===== src/common/asrb_map.vh =====
// Purpose: Offsets, field positions, reset values and codes of the converter register bank
// Assumes: Included by the bank and the pattern generator
// Notes:   Definitions only
`ifndef ASRB_MAP_VH
`define ASRB_MAP_VH

// Register offsets, 13-bit serial address
`define ASRB_ADDR_PORT_SETUP   13'h0000
`define ASRB_ADDR_PART_ID      13'h0001
`define ASRB_ADDR_SPEED_CLASS  13'h0002
`define ASRB_ADDR_POWER_STATE  13'h0008
`define ASRB_ADDR_STABILIZER   13'h0009
`define ASRB_ADDR_PATTERN_SEL  13'h000d
`define ASRB_ADDR_INPUT_PATH   13'h000f
`define ASRB_ADDR_COMMIT       13'h00ff
`define ASRB_SHADOW_LO         13'h0008
`define ASRB_SHADOW_HI         13'h0018

// Reset values
`define ASRB_RST_PORT_SETUP    8'h18
`define ASRB_RST_POWER_STATE   8'h00
`define ASRB_RST_STABILIZER    8'h01
`define ASRB_RST_PATTERN_SEL   8'h00
`define ASRB_RST_INPUT_PATH    8'h00
`define ASRB_RST_COMMIT        8'h00

// Port setup fields
`define ASRB_PS_LSB_HI         6
`define ASRB_PS_SRST_HI        5
`define ASRB_PS_SRST_LO        2
`define ASRB_PS_LSB_LO         1
`define ASRB_PS_FIXED          8'h18

// Speed class field, bits 4:3
`define ASRB_SC_POS            3

// Power state fields
`define ASRB_PW_PIN_MODE       5
`define ASRB_PW_MODE_MSB       2
`define ASRB_PW_NORMAL         3'h0
`define ASRB_PW_FULL           3'h1
`define ASRB_PW_STANDBY        3'h2
`define ASRB_PW_NORMAL_ALT     3'h3

// Stabilizer field
`define ASRB_DCS_EN            0

// Pattern select fields
`define ASRB_TP_HOLD_LONG      5
`define ASRB_TP_HOLD_SHORT     4
`define ASRB_TP_MODE_MSB       3
`define ASRB_TP_OFF            4'h0
`define ASRB_TP_MIDSCALE       4'h1
`define ASRB_TP_POS_FS         4'h2
`define ASRB_TP_NEG_FS         4'h3
`define ASRB_TP_CHECKER        4'h4
`define ASRB_TP_LONG_PRBS      4'h5
`define ASRB_TP_SHORT_PRBS     4'h6
`define ASRB_TP_WORD_TOGGLE    4'h7

// Input path fields
`define ASRB_IP_DISCONNECT     2
`define ASRB_IP_CM_OUT         1

// Commit field
`define ASRB_CM_BIT            0

// Serial framing
`define ASRB_INSTR_BITS        5'h10
`define ASRB_BYTE_BITS         4'h8
`define ASRB_W_STREAM          2'h3

`endif


===== src/logic/asrb_pattern.v =====
// Purpose: Test pattern source that replaces converter words on the data outputs
// Assumes: conv_data is on the same clock; test_mode comes from the active configuration
// Notes:   Unused test codes pass conversion data through
`timescale 1ns/10ps
`default_nettype none
`include "asrb_map.vh"

module asrb_pattern #(
  parameter DATA_W = 11
) (
  input  wire              clock,
  input  wire              rst,
  input  wire [3:0]        test_mode,
  input  wire              hold_long,
  input  wire              hold_short,
  input  wire [DATA_W-1:0] conv_data,
  output reg  [DATA_W-1:0] data_out,
  output reg               test_active
);

  reg  [22:0]       long_lfsr;
  reg  [8:0]        short_lfsr;
  reg               phase;
  reg  [DATA_W-1:0] next_data;
  reg               next_active;

  // Alternating ones and zeros, twice the word width so no bits are cut
  localparam [2*DATA_W-1:0] CHECK_WORD = {DATA_W{2'b01}};

  // Generators; hold bits keep each in its seed state
  // RULE14: prbs generator hold
  always @(posedge clock or posedge rst) begin
    if (rst) begin
      long_lfsr  <= 23'h7fffff;
      short_lfsr <= 9'h1ff;
      phase      <= 1'b0;
    end else begin
      phase <= ~phase;
      if (hold_long) begin
        long_lfsr <= 23'h7fffff;
      end else begin
        long_lfsr <= {long_lfsr[21:0], long_lfsr[22] ^ long_lfsr[17]};
      end
      if (hold_short) begin
        short_lfsr <= 9'h1ff;
      end else begin
        short_lfsr <= {short_lfsr[7:0], short_lfsr[8] ^ short_lfsr[4]};
      end
    end
  end

  // Pattern choice
  // RULE11: test code decode
  always @* begin
    next_active = 1'b1;
    case (test_mode)
      `ASRB_TP_MIDSCALE:    next_data = {1'b1, {(DATA_W-1){1'b0}}};
      `ASRB_TP_POS_FS:      next_data = {DATA_W{1'b1}};
      `ASRB_TP_NEG_FS:      next_data = {DATA_W{1'b0}};
      `ASRB_TP_CHECKER:     next_data = phase ? ~CHECK_WORD[DATA_W-1:0] : CHECK_WORD[DATA_W-1:0];
      `ASRB_TP_LONG_PRBS:   next_data = long_lfsr[DATA_W-1:0];
      `ASRB_TP_SHORT_PRBS:  next_data = {long_lfsr[DATA_W-1:9], short_lfsr};
      `ASRB_TP_WORD_TOGGLE: next_data = {DATA_W{phase}};
      default: begin
        next_data   = conv_data;
        next_active = 1'b0;
      end
    endcase
  end

  // Output register, pattern in place of conversion data
  // RULE10: pattern replaces data
  always @(posedge clock or posedge rst) begin
    if (rst) begin
      data_out    <= {DATA_W{1'b0}};
      test_active <= 1'b0;
    end else begin
      data_out    <= next_data;
      test_active <= next_active;
    end
  end

endmodule // asrb_pattern
`default_nettype wire


===== src/logic/asrb_bank.v =====
// Purpose: Serial-port register bank with shadowed function registers and commit
// Assumes: Three-wire port sampled by clock; conv_data on clock
// Notes:   Address steps down in MSB-first mode and up in LSB-first mode
//
// Notes on behaviour
// RULE1: writes to 0x08-0x18 go to shadow
// RULE2: writing 0x01 to 0xFF commits
// RULE3: all shadows copy to active together
// RULE4: commit bit clears itself after update
// RULE5: fixed part identifier, writes ignored
// RULE6: speed grade in bits 4:3, read-only
// RULE7: power field selects normal, down, standby
// RULE8: external power-down pin overrides register
// RULE9: bit 0 enables duty-cycle stabilizer
// RULE10: selected pattern replaces conversion data
// RULE11: four-bit code chooses test pattern
// RULE12: bit 2 disconnects analog input
// RULE13: host mirrors port-setup nibbles
// RULE14: bits 5,4 hold PRBS generators reset
// RULE15: 16-bit instruction then counted data bytes
// RULE16: MSB first until setup selects LSB
// RULE17: reset reloads documented defaults
`timescale 1ns/10ps
`default_nettype none
`include "asrb_map.vh"

module asrb_bank #(
  parameter [7:0] PART_ID     = 8'ha5, // Arbitrary value
  parameter [1:0] SPEED_GRADE = 2'h0,
  parameter       DATA_W      = 11
) (
  input  wire              clock,
  input  wire              rst,
  input  wire              csb_n,
  input  wire              sclk,
  input  wire              sdio_in,
  output reg               sdio_out,
  output reg               sdio_oe,
  input  wire              powerdown_pin,
  input  wire [DATA_W-1:0] conv_data,
  output wire [DATA_W-1:0] data_out,
  output wire              test_active,
  output reg               full_powerdown,
  output reg               standby,
  output reg               dcs_enable,
  output reg               input_disconnect,
  output reg               common_mode_out
);

  localparam [1:0] ST_INSTR = 2'h0;
  localparam [1:0] ST_DATA  = 2'h1;
  localparam [1:0] ST_DONE  = 2'h2;

  // Synchronisers and edge history
  reg  [2:0]  sclk_sync;
  reg  [1:0]  csb_sync;
  reg  [1:0]  sdio_sync;
  reg  [1:0]  pin_sync;

  // Serial engine
  reg  [1:0]  state;
  reg  [4:0]  bit_cnt;
  reg  [15:0] shift;
  reg         is_read;
  reg  [1:0]  byte_mode;
  reg  [1:0]  bytes_left;
  reg  [12:0] addr;
  reg  [7:0]  tx_byte;

  // Registers: setup, shadow and active copies, commit
  reg         lsb_first;
  reg         soft_reset;
  reg  [7:0]  sh_power;
  reg  [7:0]  sh_stab;
  reg  [7:0]  sh_pattern;
  reg  [7:0]  sh_input;
  reg  [7:0]  act_power;
  reg  [7:0]  act_stab;
  reg  [7:0]  act_pattern;
  reg  [7:0]  act_input;
  reg         commit_bit;

  wire        sclk_rise = sclk_sync[1] & ~sclk_sync[2];
  wire        sclk_fall = ~sclk_sync[1] & sclk_sync[2];
  wire        frame     = ~csb_sync[1];
  wire        bit_in    = sdio_sync[1];

  // Read value of one address; undefined and unmapped bits read zero
  function [7:0] read_reg;
    input [12:0] a;
    begin
      if (a == `ASRB_ADDR_PORT_SETUP) begin
        read_reg = `ASRB_PS_FIXED | ({7'h0, lsb_first} << `ASRB_PS_LSB_HI)
                 | ({7'h0, lsb_first} << `ASRB_PS_LSB_LO);
      // RULE5: fixed identifier read
      end else if (a == `ASRB_ADDR_PART_ID) begin
        read_reg = PART_ID;
      // RULE6: speed grade read
      end else if (a == `ASRB_ADDR_SPEED_CLASS) begin
        read_reg = {6'h0, SPEED_GRADE} << `ASRB_SC_POS;
      end else if (a == `ASRB_ADDR_POWER_STATE) begin
        read_reg = sh_power;
      end else if (a == `ASRB_ADDR_STABILIZER) begin
        read_reg = sh_stab;
      end else if (a == `ASRB_ADDR_PATTERN_SEL) begin
        read_reg = sh_pattern;
      end else if (a == `ASRB_ADDR_INPUT_PATH) begin
        read_reg = sh_input;
      end else if (a == `ASRB_ADDR_COMMIT) begin
        read_reg = {7'h0, commit_bit};
      end else begin
        read_reg = 8'h00;
      end
    end
  endfunction

  // Next address of a multi-byte access
  function [12:0] step_addr;
    input [12:0] a;
    input        up;
    begin
      step_addr = up ? a + 13'h0001 : a - 13'h0001;
    end
  endfunction

  // Two flip-flops on every pin before use; third sclk stage only for edges
  always @(posedge clock or posedge rst) begin
    if (rst) begin
      sclk_sync <= 3'h0;
      csb_sync  <= 2'h3;
      sdio_sync <= 2'h0;
      pin_sync  <= 2'h0;
    end else begin
      sclk_sync <= {sclk_sync[1:0], sclk};
      csb_sync  <= {csb_sync[0], csb_n};
      sdio_sync <= {sdio_sync[0], sdio_in};
      pin_sync  <= {pin_sync[0], powerdown_pin};
    end
  end

  // Incoming shift word in the current bit order
  // RULE16: bit order select
  wire [15:0] next_shift = lsb_first ? {bit_in, shift[15:1]} : {shift[14:0], bit_in};
  wire [7:0]  rx_byte    = lsb_first ? next_shift[15:8] : next_shift[7:0];
  wire        instr_done = (state == ST_INSTR) && sclk_rise && (bit_cnt == `ASRB_INSTR_BITS - 5'h1);
  wire        byte_done  = (state == ST_DATA) && sclk_rise
                         && (bit_cnt == {1'b0, `ASRB_BYTE_BITS} - 5'h1);
  wire        wr_en      = byte_done && !is_read;
  // Either order leaves instruction bit 15 at the top of the shift word
  wire [7:0]  instr_hi   = next_shift[15:8];
  wire [15:0] instr_word = next_shift;
  wire [12:0] instr_addr = instr_word[12:0];

  // Framing: instruction, then data bytes counted by the byte-count field
  // RULE15: instruction and byte count
  always @(posedge clock or posedge rst) begin
    if (rst) begin
      state      <= ST_INSTR;
      bit_cnt    <= 5'h0;
      shift      <= 16'h0;
      is_read    <= 1'b0;
      byte_mode  <= 2'h0;
      bytes_left <= 2'h0;
      addr       <= 13'h0;
      tx_byte    <= 8'h00;
    end else if (!frame) begin
      state   <= ST_INSTR;
      bit_cnt <= 5'h0;
    end else if (sclk_rise && state != ST_DONE) begin
      shift <= next_shift;
      if (instr_done) begin
        state      <= ST_DATA;
        bit_cnt    <= 5'h0;
        is_read    <= instr_hi[7];
        byte_mode  <= {instr_hi[6], instr_hi[5]};
        bytes_left <= {instr_hi[6], instr_hi[5]};
        addr       <= instr_addr;
        tx_byte    <= read_reg(instr_addr);
      end else if (byte_done) begin
        bit_cnt <= 5'h0;
        addr    <= step_addr(addr, lsb_first);
        tx_byte <= read_reg(step_addr(addr, lsb_first));
        if (byte_mode != `ASRB_W_STREAM) begin
          if (bytes_left == 2'h0) begin
            state <= ST_DONE;
          end else begin
            bytes_left <= bytes_left - 2'h1;
          end
        end
      end else begin
        bit_cnt <= bit_cnt + 5'h1;
      end
    end
  end

  // Read data leaves on falling sclk, enable held for the read data phase
  always @(posedge clock or posedge rst) begin
    if (rst) begin
      sdio_out <= 1'b0;
      sdio_oe  <= 1'b0;
    end else if (!frame || state != ST_DATA || !is_read) begin
      sdio_oe <= 1'b0;
    end else if (sclk_fall) begin
      sdio_oe  <= 1'b1;
      sdio_out <= lsb_first ? tx_byte[bit_cnt[2:0]] : tx_byte[3'h7 - bit_cnt[2:0]];
    end
  end

  // Register writes, soft reset, commit
  // RULE17: defaults on reset
  always @(posedge clock or posedge rst) begin
    if (rst) begin
      lsb_first   <= 1'b0;
      soft_reset  <= 1'b0;
      sh_power    <= `ASRB_RST_POWER_STATE;
      sh_stab     <= `ASRB_RST_STABILIZER;
      sh_pattern  <= `ASRB_RST_PATTERN_SEL;
      sh_input    <= `ASRB_RST_INPUT_PATH;
      act_power   <= `ASRB_RST_POWER_STATE;
      act_stab    <= `ASRB_RST_STABILIZER;
      act_pattern <= `ASRB_RST_PATTERN_SEL;
      act_input   <= `ASRB_RST_INPUT_PATH;
      commit_bit  <= 1'b0;
    end else if (soft_reset) begin
      soft_reset  <= 1'b0;
      lsb_first   <= 1'b0;
      sh_power    <= `ASRB_RST_POWER_STATE;
      sh_stab     <= `ASRB_RST_STABILIZER;
      sh_pattern  <= `ASRB_RST_PATTERN_SEL;
      sh_input    <= `ASRB_RST_INPUT_PATH;
      act_power   <= `ASRB_RST_POWER_STATE;
      act_stab    <= `ASRB_RST_STABILIZER;
      act_pattern <= `ASRB_RST_PATTERN_SEL;
      act_input   <= `ASRB_RST_INPUT_PATH;
      commit_bit  <= 1'b0;
    end else begin
      // RULE3: simultaneous update
      if (commit_bit) begin
        act_power   <= sh_power;
        act_stab    <= sh_stab;
        act_pattern <= sh_pattern;
        act_input   <= sh_input;
      end
      // RULE2: commit set wins
      // RULE4: self clearing
      if (wr_en && addr == `ASRB_ADDR_COMMIT && rx_byte[`ASRB_CM_BIT]) begin
        commit_bit <= 1'b1;
      end else if (commit_bit) begin
        commit_bit <= 1'b0;
      end
      if (wr_en && addr == `ASRB_ADDR_PORT_SETUP) begin
        lsb_first  <= rx_byte[`ASRB_PS_LSB_HI] | rx_byte[`ASRB_PS_LSB_LO];
        soft_reset <= rx_byte[`ASRB_PS_SRST_HI] | rx_byte[`ASRB_PS_SRST_LO];
      end
      // RULE1: shadow only writes
      if (wr_en && addr == `ASRB_ADDR_POWER_STATE) begin
        sh_power <= rx_byte & 8'h27;
      end
      if (wr_en && addr == `ASRB_ADDR_STABILIZER) begin
        sh_stab <= rx_byte & 8'h01;
      end
      if (wr_en && addr == `ASRB_ADDR_PATTERN_SEL) begin
        sh_pattern <= rx_byte & 8'h3f;
      end
      if (wr_en && addr == `ASRB_ADDR_INPUT_PATH) begin
        sh_input <= rx_byte & 8'h06;
      end
    end
  end

  // Function outputs from the active copy
  // RULE7: power state decode
  // RULE8: pin overrides register
  always @(posedge clock or posedge rst) begin
    if (rst) begin
      full_powerdown   <= 1'b0;
      standby          <= 1'b0;
      dcs_enable       <= 1'b1;
      input_disconnect <= 1'b0;
      common_mode_out  <= 1'b0;
    end else begin
      if (pin_sync[1]) begin
        full_powerdown <= ~act_power[`ASRB_PW_PIN_MODE];
        standby        <= act_power[`ASRB_PW_PIN_MODE];
      end else begin
        full_powerdown <= act_power[`ASRB_PW_MODE_MSB:0] == `ASRB_PW_FULL;
        standby        <= act_power[`ASRB_PW_MODE_MSB:0] == `ASRB_PW_STANDBY;
      end
      // RULE9: stabilizer enable
      dcs_enable       <= act_stab[`ASRB_DCS_EN];
      // RULE12: input disconnect
      input_disconnect <= act_input[`ASRB_IP_DISCONNECT];
      common_mode_out  <= act_input[`ASRB_IP_CM_OUT];
    end
  end

  // Test pattern source on the data outputs
  // RULE10: pattern in place of data
  asrb_pattern #(
    .DATA_W (DATA_W)
  ) u_pattern (
    .clock       (clock),
    .rst         (rst),
    .test_mode   (act_pattern[`ASRB_TP_MODE_MSB:0]),
    .hold_long   (act_pattern[`ASRB_TP_HOLD_LONG]),
    .hold_short  (act_pattern[`ASRB_TP_HOLD_SHORT]),
    .conv_data   (conv_data),
    .data_out    (data_out),
    .test_active (test_active)
  );

endmodule // asrb_bank
`default_nettype wire


===== config.mk =====
export PLATFORM = sky130hd
export DESIGN_NAME = asrb_bank
export DESIGN_NICKNAME = d
export VERILOG_FILES = /design/src/logic/asrb_pattern.v /design/src/logic/asrb_bank.v
export VERILOG_INCLUDE_DIRS = /design/src /design/src/common
export SDC_FILE = /design/constraint.sdc
export NUM_CORES = 1
export LEC_CHECK = 0
export BUFFER_PORTS_ARGS = -buffer_cell sky130_fd_sc_hd__buf_4
export CORE_MARGIN = 1.5
export CORE_UTILIZATION = 55
export CTS_CLUSTER_SIZE = 20
export DETAILED_ROUTE_END_ITERATION = 16
export PLACE_DENSITY = 0.77
export SLEW_MARGIN = 20
export SYNTH_ARGS = -nofsm -noshare
export SYNTH_HDL_FRONTEND = slang
export SYNTH_SLANG_ARGS = --single-unit
export TNS_END_PERCENT = 100

===== constraint.sdc =====
create_clock -name clock -period 5.6 [get_ports clock]
set_input_delay 0.56 -clock clock [delete_from_list [all_inputs] [get_ports clock]]
set_output_delay 0.56 -clock clock [all_outputs]
set_load 0.005 [all_outputs]

Yosys cells after proc, flatten, opt, wreduce, memory -nomap -nowiden
Cells that the tools add are included.

Register bits: 161. Latch bits: 0. RAM bits: 0. Memory bits (read-only): 0. Input port bits: 17. Output and inout port bits: 19. Word-level logic and storage cells: 204. Memories kept: 0.

Add/sub/neg operators: 5. $mul: 0. Div/mod/pow operators: 0. Magnitude comparators: 2. Eq/ne operators: 35. Shift-type cells: 0. Muxes and demuxes: 73. Bitwise gates (word level): 13. Reduce and logical (&&, ||, !) cells: 41.

Operators by type and width (number): 8-bit 2-to-1 mux (24); 13-bit by 4-bit equality test with 1-bit output (second input constant) (12); 11-bit one-hot mux with 7 select lines (1); 13-bit by 8-bit equality test with 1-bit output (second input constant) (3); 13-bit logical NOT (3); 13-bit 2-to-1 mux (3); 13-bit by 1-bit equality test with 1-bit output (second input constant) (2); 13-bit by 2-bit equality test with 1-bit output (second input constant) (2); 6-bit 2-to-1 mux (4); 23-bit 2-to-1 mux (1); 2-bit 2-to-1 mux (10); 5-bit 2-to-1 mux (4); 2-bit nonzero test (10); 1-bit 2-to-1 mux (18); 4-bit by 3-bit equality test with 1-bit output (second input constant) (4); 16-bit 2-to-1 mux (1); 13-bit by 1-bit adder with 13-bit output (second input constant) (1); 1-bit logical AND (13); 13-bit by 1-bit subtractor with 13-bit output (second input constant) (1); 11-bit 2-to-1 mux (1); 9-bit 2-to-1 mux (1); 3-bit nonzero test (3); 4-bit by 2-bit equality test with 1-bit output (second input constant) (2); 3-bit by 4-bit less-than comparator with 1-bit output (second input constant) (2); 27 further kinds (43).

Longest topological paths before layout
Gate-level depths: netlist of run 1.

Depth after elaboration: 13. Mapped depth: 15. Depth with buffers taken out: 11.

Modules after synthesis
A second synthesis of run 1 with hierarchy kept.

Cell total of the unflattened synthesis: 722. Area, all modules: 7128.1 µm².

Modules (own cells, without submodules): asrb_bank (instances 1, cells an instance 582, area an instance 5357.6 µm²); asrb_pattern (instances 1, cells an instance 140, area an instance 1770.4 µm²).

Least setup slack after synthesis of run 1
OpenSTA, ideal clock, no wires.

Kind: flip-flop to flip-flop. Start point: register lsb_first. End point: register tx_byte[2]. Data arrival time: 4.024 ns. Required time: 5.518 ns. Slack: 1.494 ns. Cell stages (with the launch flop): 15. Path buffers: 4. Period minus slack after synthesis: 4.106 ns. Cells stage by stage: dfrtp_1 > buf_6 > buf_2 > buf_1 > clkbuf_1 > inv_1 > fa_1 > a21o_1 > a221oi_2 > o221a_1 > and2b_1 > o21ai_1 > a2111oi_4 > nand4_2 > a31oi_1.

Cells in the longest elaborated chain, start to end: 11. Elaborated cells on any way between the ends: 32.

RTL lines: start: declaration (line asrb_bank.v:71) `reg lsb_first;`; start signal: assignment (line asrb_bank.v:252) `` lsb_first <= rx_byte[`ASRB_PS_LSB_HI] | rx_byte[`ASRB_PS_LSB_LO]; ``; 13-bit 2-to-1 mux (line asrb_bank.v:122) `step_addr = up ? a + 13'h0001 : a - 13'h0001;`; 13-bit by 4-bit equality test with 1-bit output (no source line); 8-bit 2-to-1 mux (line asrb_bank.v:107) `` end else if (a == `ASRB_ADDR_INPUT_PATH) begin ``; 8-bit 2-to-1 mux (line asrb_bank.v:105) `` end else if (a == `ASRB_ADDR_PATTERN_SEL) begin ``; 8-bit 2-to-1 mux (line asrb_bank.v:103) `` end else if (a == `ASRB_ADDR_STABILIZER) begin ``; 8-bit 2-to-1 mux (line asrb_bank.v:101) `` end else if (a == `ASRB_ADDR_POWER_STATE) begin ``; 8-bit 2-to-1 mux (line asrb_bank.v:99) `` end else if (a == `ASRB_ADDR_SPEED_CLASS) begin ``; 8-bit 2-to-1 mux (line asrb_bank.v:96) `` end else if (a == `ASRB_ADDR_PART_ID) begin ``; 8-bit 2-to-1 mux (line asrb_bank.v:92) `` if (a == `ASRB_ADDR_PORT_SETUP) begin ``; 8-bit 2-to-1 mux (line asrb_bank.v:179) `end else if (byte_done) begin`; 8-bit 2-to-1 mux * (line asrb_bank.v:171) `if (instr_done) begin`; end signal: assignment (line asrb_bank.v:178) `tx_byte <= read_reg(instr_addr);`; end signal: assignment (line asrb_bank.v:182) `tx_byte <= read_reg(step_addr(addr, lsb_first));`; end: declaration (line asrb_bank.v:68) `reg [7:0] tx_byte;`.

Mark *: on every way between the ends. The rest lies on a longest branch, timed or not. The select of a mux whose other input is x is not followed. A chain may end at the register's enable or synchronous reset.

Final worst setup path of run 1
Start point: register lsb_first. End point: register tx_byte[7].

The elaborated chain is that of the path after synthesis.

==> run summary, run 1 <==
* complete, no violations — result of the run
* 0.226 — fraction of final layout cells sized beyond drive strength 1
* 1.09 ns — slew at the pin with the worst max-slew slack
* 16400 um — final routed wirelength across all metal layers
* 0 — diode insertion count for antenna repair
* 0.912 — final weighted congestion in routability-driven placement
* 5453 — Via Count
* dfrtp_1 — cell type with the largest total area after synthesis
* sclk — Hold Crit Start
* dfrtp_1 (36%), dfstp_2 (14%), mux2i_1 (5.8%), nor2_1 (4.9%), a21oi_1 (4.9%) — top cells by area in the synthesized netlist
* lsb_first — Reg2Reg Launch Point
* 0.00235 W — post-layout total power
* 292 nW/um^2 — power density cells
* 6.02 — Vias per Instance
* 0.360 — share of the synthesized area in the top cell type
* 2.22 ns — Reg2Reg Setup Slack
* 1.00 — fraction of registers with async set or reset after synthesis
* 0 — number of enable-type register cells in the synthesized netlist
* reg -> reg — critical setup path kind
* register — kind of end point of the critical path
* 5 — number of iterations in the first detailed-routing pass
* 93 — maximum number of pins on one net before global-route repair
* 0.639 — fin util
* 991 — number of filler cells placed in the layout
* 0.497 — sequential cell area fraction in the yosys report
* 11400 um — DP Wirelength
* 0 — count of maximum capacitance violations
* 874 — placed cell count
* 10.2 um^2 — Mean Syn Cell Area
* 628 — DRC marker count from the first detailed-route iteration
* 13.6% — Area growth syn-to-layout
* 0.43 ns — latest clock arrival within the worst-skew pair
* dfrtp_1 — most frequently used cell type in the post-synthesis netlist
* 696 — number of instances in the synthesized netlist
* 0.000191 V — maximum resistive drop on vdd
* built — clock tree from TritonCTS
* sclk_sync[0] — Hold Path End
* 5297 — number of global-route vias before repair
* 3520 um^2 — sequential standard cell area
* 4 — H-tree lvl count
* 3390 um^2 — multi-input logic area
* 35 — I/O Buffers
* 71 — count of cell types in the netlist
* 17 — number of buffers created by CTS
* 0 — warning count from the yosys run
* 139 — flops & latches, synth
* 0 — post-cts gate resize count
* clkbuf_16 — cell at the root of the clock tree
* 12600 um^2 — area of the placeable core
* 0 — residual antenna-violating net count after detailed routing
* 0 — final hold vios
* 41 — Core Rows
* 906 — Cell Count, Final, Fillers Out
* 139 — total number of clock tree sinks
* 0.06 ns — clock slew at reported path FFs
* 0 — # Post-CTS Setup Buffers
* 731 — net count after synthesis
* register — startpoint type of the worst setup path
* 0 — final count of pins violating max slew
* 1 — WHS Path Cells
* 117 um — DIE WIDTH
* tx_byte[7] — endpoint of the worst register-to-register path
* 0.604 — ratio of final minimum period to clock period
* 7100 um^2 — Cell Area, Synth
* 0 — grt total ovfl
* in -> reg — type of the worst min-delay path
* no — unrepaired setup endpoints after global routing
* 0 — number of buffers inserted for hold repair after clock tree synthesis
* 3.38 ns — final critical delay including setup and external delays
* 117 um — die height
* dfrtp_1 (102), nor2_1 (93), a21oi_1 (69), mux2i_1 (41), dfstp_2 (37) — Synth top cells by count
* 3.51 nW — P_leak
* dfrtp_1 — Primary FF master, synth
* 26900 um — first-pass GRT wire length
* 18.1 um — average wire length per cell after detail routing
* 756 — fin nets
* 36 — top-level port count
* 0.269 — Slew headroom
* 2 — Max clock buf depth
* 3.73 ns — Worst Path Arrival
* 13600 um^2 — total die area
* 0 — DRC violations left
* 0 — number of antenna violations at the first check in global routing
* 12 — Critical Path Fanout Max
* 10 — Worst Reg2Reg Path Length in Cells
* 5.95 ns — critical path required time
* 0.262 — Overall Global Routing Usage
* 0.562 — starting utilization of the core area
* 296 MHz — achievable frequency
* 0 — final setup fails
* 0 ns — setup TNS
* 0.00751 ns — worst setup skew after layout
==> registers in the layout, indices dropped and copies added, names as in the netlist, 3 cells and up <==
signal and cells:
u_pattern.long_lfsr 23, shift 16, addr 13, u_pattern.data_out 11, u_pattern.short_lfsr 9, tx_byte 8
act_pattern 6, sh_pattern 6, bit_cnt 5, act_power 4, sh_power 4, sclk_sync 3
==> report_power, final <==
group / internal [W] / switching, W / total, W
Sequential: 0.00105 / 0.0000550 / 0.00110
Clock: 0.000654 / 0.000438 / 0.00109
Combinational: 0.0000602 / 0.0000975 / 0.000158
==> area by class of cell <==
type,count,area share
Multi-Input combinational cell,510,0.420
Tap cell,172,0.0267
Clock buffer,21,0.0585
Timing Repair Buffer,41,0.0382
Sequential cell,139,0.437
Clock inverter,11,0.0132
Inverter,12,0.00621
==> stage by stage <==
| step | setup slack [ns] | cell area (um^2) | hold slack (ns) |
|---|---|---|---|
| 2_1_floorplan | 1.38 | 7100 | 0.331 |
| 3_3_place_gp | 2.40 | 7490 | 0.332 |
| 3_5_place_dp | 2.28 | 7490 | 0.335 |
| 4_1_cts | 2.26 | 8060 | 0.229 |
| 5_1_grt | 1.97 | 8060 | 0.227 |
| 6_report | 2.22 | 8060 | 0.239 |
==> cells by family after synthesis <==
family	Yosys count	synth area share
multiplexers	56	0.0895
AND/OR/NAND/NOR	252	0.181
adder cells (fa/ha/maj)	18	0.0328
buffers and inverters	47	0.0261
flip-flops	139	0.497
XOR/XNOR	13	0.0171
AO/OA/AOI/OAI	171	0.157
==> worst max path at each step <==
stage / from / to / slack [ns]
global route: lsb_first / tx_byte[0] / 1.97
CTS: lsb_first / tx_byte[7] / 2.26
global placement: lsb_first / tx_byte[2] / 2.40
floorplan: rst / act_input[1] / 1.38
finish: lsb_first / tx_byte[7] / 2.22
detailed placement: lsb_first / tx_byte[7] / 2.28
==> layer usage <==
| layer | routed length (um) | share of wire | GRT usage | up-vias |
|---|---|---|---|---|
| met5 | 0 | 0 | 0 | - |
| met4 | 455 | 0.028 | 0.104 | 0 |
| met3 | 782 | 0.048 | 0.0711 | 39 |
| met2 | 7900 | 0.48 | 0.418 | 172 |
| met1 | 7290 | 0.44 | 0.341 | 2667 |
| li1 | - | - | - | 2575 |
==> critical path, stage by stage (launching register included) <==
cell	delay, ns
dfrtp_1	0.38
inv_1	0.33
ha_1	0.39
a21o_1	0.23
a221oi_2	0.41
o221a_1	0.27
and2b_1	0.15
o21ai_1	0.10
a2111oi_4	0.58
nand4_2	0.24
a21oi_1	0.21
==> cell usage in the layout (no fill, tap or decap), drive strengths merged, types with 11 or more instances in the layout <==
cell	count
mux2i	41
inv	18
a21oi	69
nor3	19
nand2	34
o21ai	32
or2	32
ha	17
nor2	93
dfrtp	102
buf	41
dfstp	37
a211oi	11
nand3	14
clkbuf	21
Note: power is estimated with default switching activity, not from simulation.
==> run 2: changes to the inputs <==
Settings changed: PLACE_DENSITY 0.77 to 0.8.
Clock period 5.6 ns to 3 ns, I/O delays scaled along.
==> run 2 against run 1 <==
First-iteration DRC count fell by 21%; count of clock-buffer cells in the layout decreased by 2; via count increased by 3.7%; final area up 4.9%; non-clock buffer count increased by 34; largest power group unchanged; highest routed layer unchanged.
==> run summary, run 2 (synthesized netlist as in run 1, its figures left out) <==
* dfrtp_1 — most frequent standard cell in the layout excluding fill and tap cells
* u_pattern.long_lfsr — top register by number of flip-flops
* 23 — number of flip-flops under the largest register name, unchanged
* 18.8 um — average wire length per cell after detail routing, +3.5%
* 506 nW/um^2 — power density cells, +74%
* 19.2% — Area growth syn-to-layout
* 0.279 — fraction of final layout cells sized beyond drive strength 1, +0.0525
* lsb_first — Reg2Reg Launch Point
* 0.562 — starting utilization of the core area, unchanged
* 0.282 — Overall Global Routing Usage, +0.0202
* in -> reg — type of the worst min-delay path
* 0 — final hold vios, unchanged
* 3.32 ns — Worst Path Arrival, -0.41 ns
* compound AO/OA/AOI/OAI gates — delay-heaviest family, CP
* conv_data[10] — Hold Crit Start
* 0.355 — met1 Use GR, +0.0136
* a2111oi_4 — Slowest cell on crit path
* 790 — fin nets, +4.5%
* 0 — final count of pins violating max slew, unchanged
* clkbuf_16 — cell at the root of the clock tree
* 5 — number of iterations in the first detailed-routing pass, unchanged
* 8460 um^2 — final standard cell area without fillers, +4.9%
* 0.670 — fin util, +0.0312
* clkinvlp_4, buf_4, buf_4, ha_4, a21o_4, a31oi_2, a211oi_4, nor4_2, o21ai_2, a2111oi_4, buf_6, a31oi_1, o31ai_1 — cells traversed along the worst timing path
* 0.40 ns — delay of the slowest cell on the worst path, -0.18 ns
* 0 — diode insertion count for antenna repair, unchanged
* 335 MHz — achievable frequency, +13%
* 8 — Critical Path Fanout Max, -4
* 17 — number of buffers created by CTS, unchanged
* 6.02 — Vias per Instance, about the same
* complete, no violations — result of the run
* yes — unrepaired setup endpoints after global routing
* 0 — residual antenna-violating net count after detailed routing, unchanged
* u_pattern.long_lfsr x23, shift x16, addr x13 — leading registers by flop count
* buf_4 — crit-path most repeated cell
* 0 ns — setup TNS, unchanged
* 2.99 ns — final critical delay including setup and external delays, -0.393 ns
* lsb_first — launching element of the worst setup path
* 3.33 ns — critical path required time, -2.62 ns
* 2 — Max clock buf depth, unchanged
* met2 — layer carrying the most global-route usage
* reg -> reg — critical setup path kind
* 113 — maximum number of pins on one net before global-route repair, +22%
* register — kind of end point of the critical path
* built — clock tree from TritonCTS
* 5731 — number of global-route vias before repair, +8.2%
* 3.65 nW — P_leak, +3.8%
* 5656 — Via Count, +3.7%
* 41 — Core Rows, unchanged
* 117 um — die height, unchanged
* 117 um — DIE WIDTH, unchanged
* dfrtp_1 (102), nor2_1 (93), a21oi_1 (67), buf_4 (67), mux2i_1 (41) — commonest cells after routing, fill and taps aside
* 12600 um^2 — area of the placeable core, unchanged
* 0.929 — final weighted congestion in routability-driven placement, +1.9%
* 0 — final setup fails, unchanged
* 12200 um — DP Wirelength, +7.2%
* 36 — top-level port count, unchanged
* 0.42 ns — latest clock arrival within the worst-skew pair, about the same
* 4 — buffering stage count on the worst path with inverters included, +3
* 0.0752 — GR Layer Usage met3, +0.00415
* 0.305 — Slew headroom, +0.0360
* 0.00809 ns — worst setup skew after layout, +0.000583 ns
* 4 — H-tree lvl count, unchanged
* 13600 um^2 — total die area, unchanged
* 139 — total number of clock tree sinks, unchanged
* 0 — number of antenna violations at the first check in global routing, unchanged
* 0.06 ns — clock slew at reported path FFs, about the same
* 0.996 — ratio of final minimum period to clock period, +0.392
* 496 — DRC marker count from the first detailed-route iteration, -21%
* 0 — DRC violations left, unchanged
* 0.000371 V — maximum resistive drop on vdd, +94%
* 35 — I/O Buffers, unchanged
* register — startpoint type of the worst setup path
* 0 — grt total ovfl, unchanged
* 0 — count of maximum capacitance violations, unchanged
* 0.00428 W — post-layout total power, +82%
* 0.469 — global routing met2 resource utilization, +0.0502
* 1.03 ns — slew at the pin with the worst max-slew slack, -0.0536 ns
* 29000 um — first-pass GRT wire length, +7.9%
* 17600 um — final routed wirelength across all metal layers, +7.4%
* 7730 um^2 — Post-DP Area, +3.3%
==> run 2: cell count changes in the layout (fill, tap and decap cells not counted), moves of 3 or more <==
cell,before,now
buf_4,41,67
clkinv_2,1,4
clkinv_4,1,4
dlygate4sd3_1,0,5
ha_1,17,10
ha_2,0,3
ha_4,0,4
==> run 2: final timing paths <==
| kind | to | slack [ns] | cells after the start |
|---|---|---|---|
| worst max-delay path | tx_byte[6] | 0.01 | 13 |
| worst min-delay path | u_pattern.data_out[10] | 0.11 | 3 |
| worst max register to register | tx_byte[6] | 0.01 | 13 |
| worst min register to register | sdio_sync[1] | 0.35 | 0 |
| max in group asynchronous | u_pattern.data_out[4] | 1.54 | 4 |
| min in group asynchronous | standby | 0.51 | 3 |
==> run 2: final cells by class <==
| type | instances | area [um^2] |
|---|---|---|
| Clock buffer | 19 | 443 |
| Inverter | 12 | 52.6 |
| Sequential cell | 139 | 3520 |
| Clock inverter | 13 | 96.3 |
| Multi-Input combinational cell | 510 | 3530 |
| Tap cell | 172 | 215 |
| Fill cell | 969 | 4160 |
| Timing Repair Buffer | 75 | 596 |
==> run 2: worst reg2reg max path, delay by kind of cell, from the launching register on <==
family	cells	cell delay (ns)
and+or+nand+nor	1	0.28
buffers and inverters	4	0.64
DFF	1	0.38
AOI/OAI and AO/OA	7	1.46
adders and majority gates	1	0.15
==> run 2: per-layer routing <==
metal | share of wire | up-vias
li1 | - | 2639
met1 | 0.43 | 2790
met2 | 0.49 | 189
met3 | 0.048 | 38
met4 | 0.027 | 0
met5 | 0 | -
==> run 2: where the power goes <==
part	total, W	internal [W]	switching, W
logic	0.000314	0.000125	0.000189
clock network	0.00191	0.00108	0.000830
registers	0.00205	0.00195	0.000102
total	0.00428	0.00316	0.00112
==> run 2: per-stage QoR <==
| step | setup WS [ns] | hold slack, ns | cells |
|---|---|---|---|
| CTS | 0.00552 | 0.0887 | 940 |
| global placement | 0.0207 | 0.332 | 899 |
| global route | -0.151 | 0.114 | 940 |
| floorplan | -0.528 | 0.304 | 696 |
| detailed placement | -0.152 | 0.335 | 899 |
| finish | 0.0111 | 0.113 | 940 |
==> run 2: what timing repair did <==
action	CTS	global route
hold buffers	5	0
gates resized for setup	10	8
setup buffers	4	0
setup endpoints to repair	8	8
pin swaps	5	13
cloned	0	0
endpoints found under the hold margin	16	0
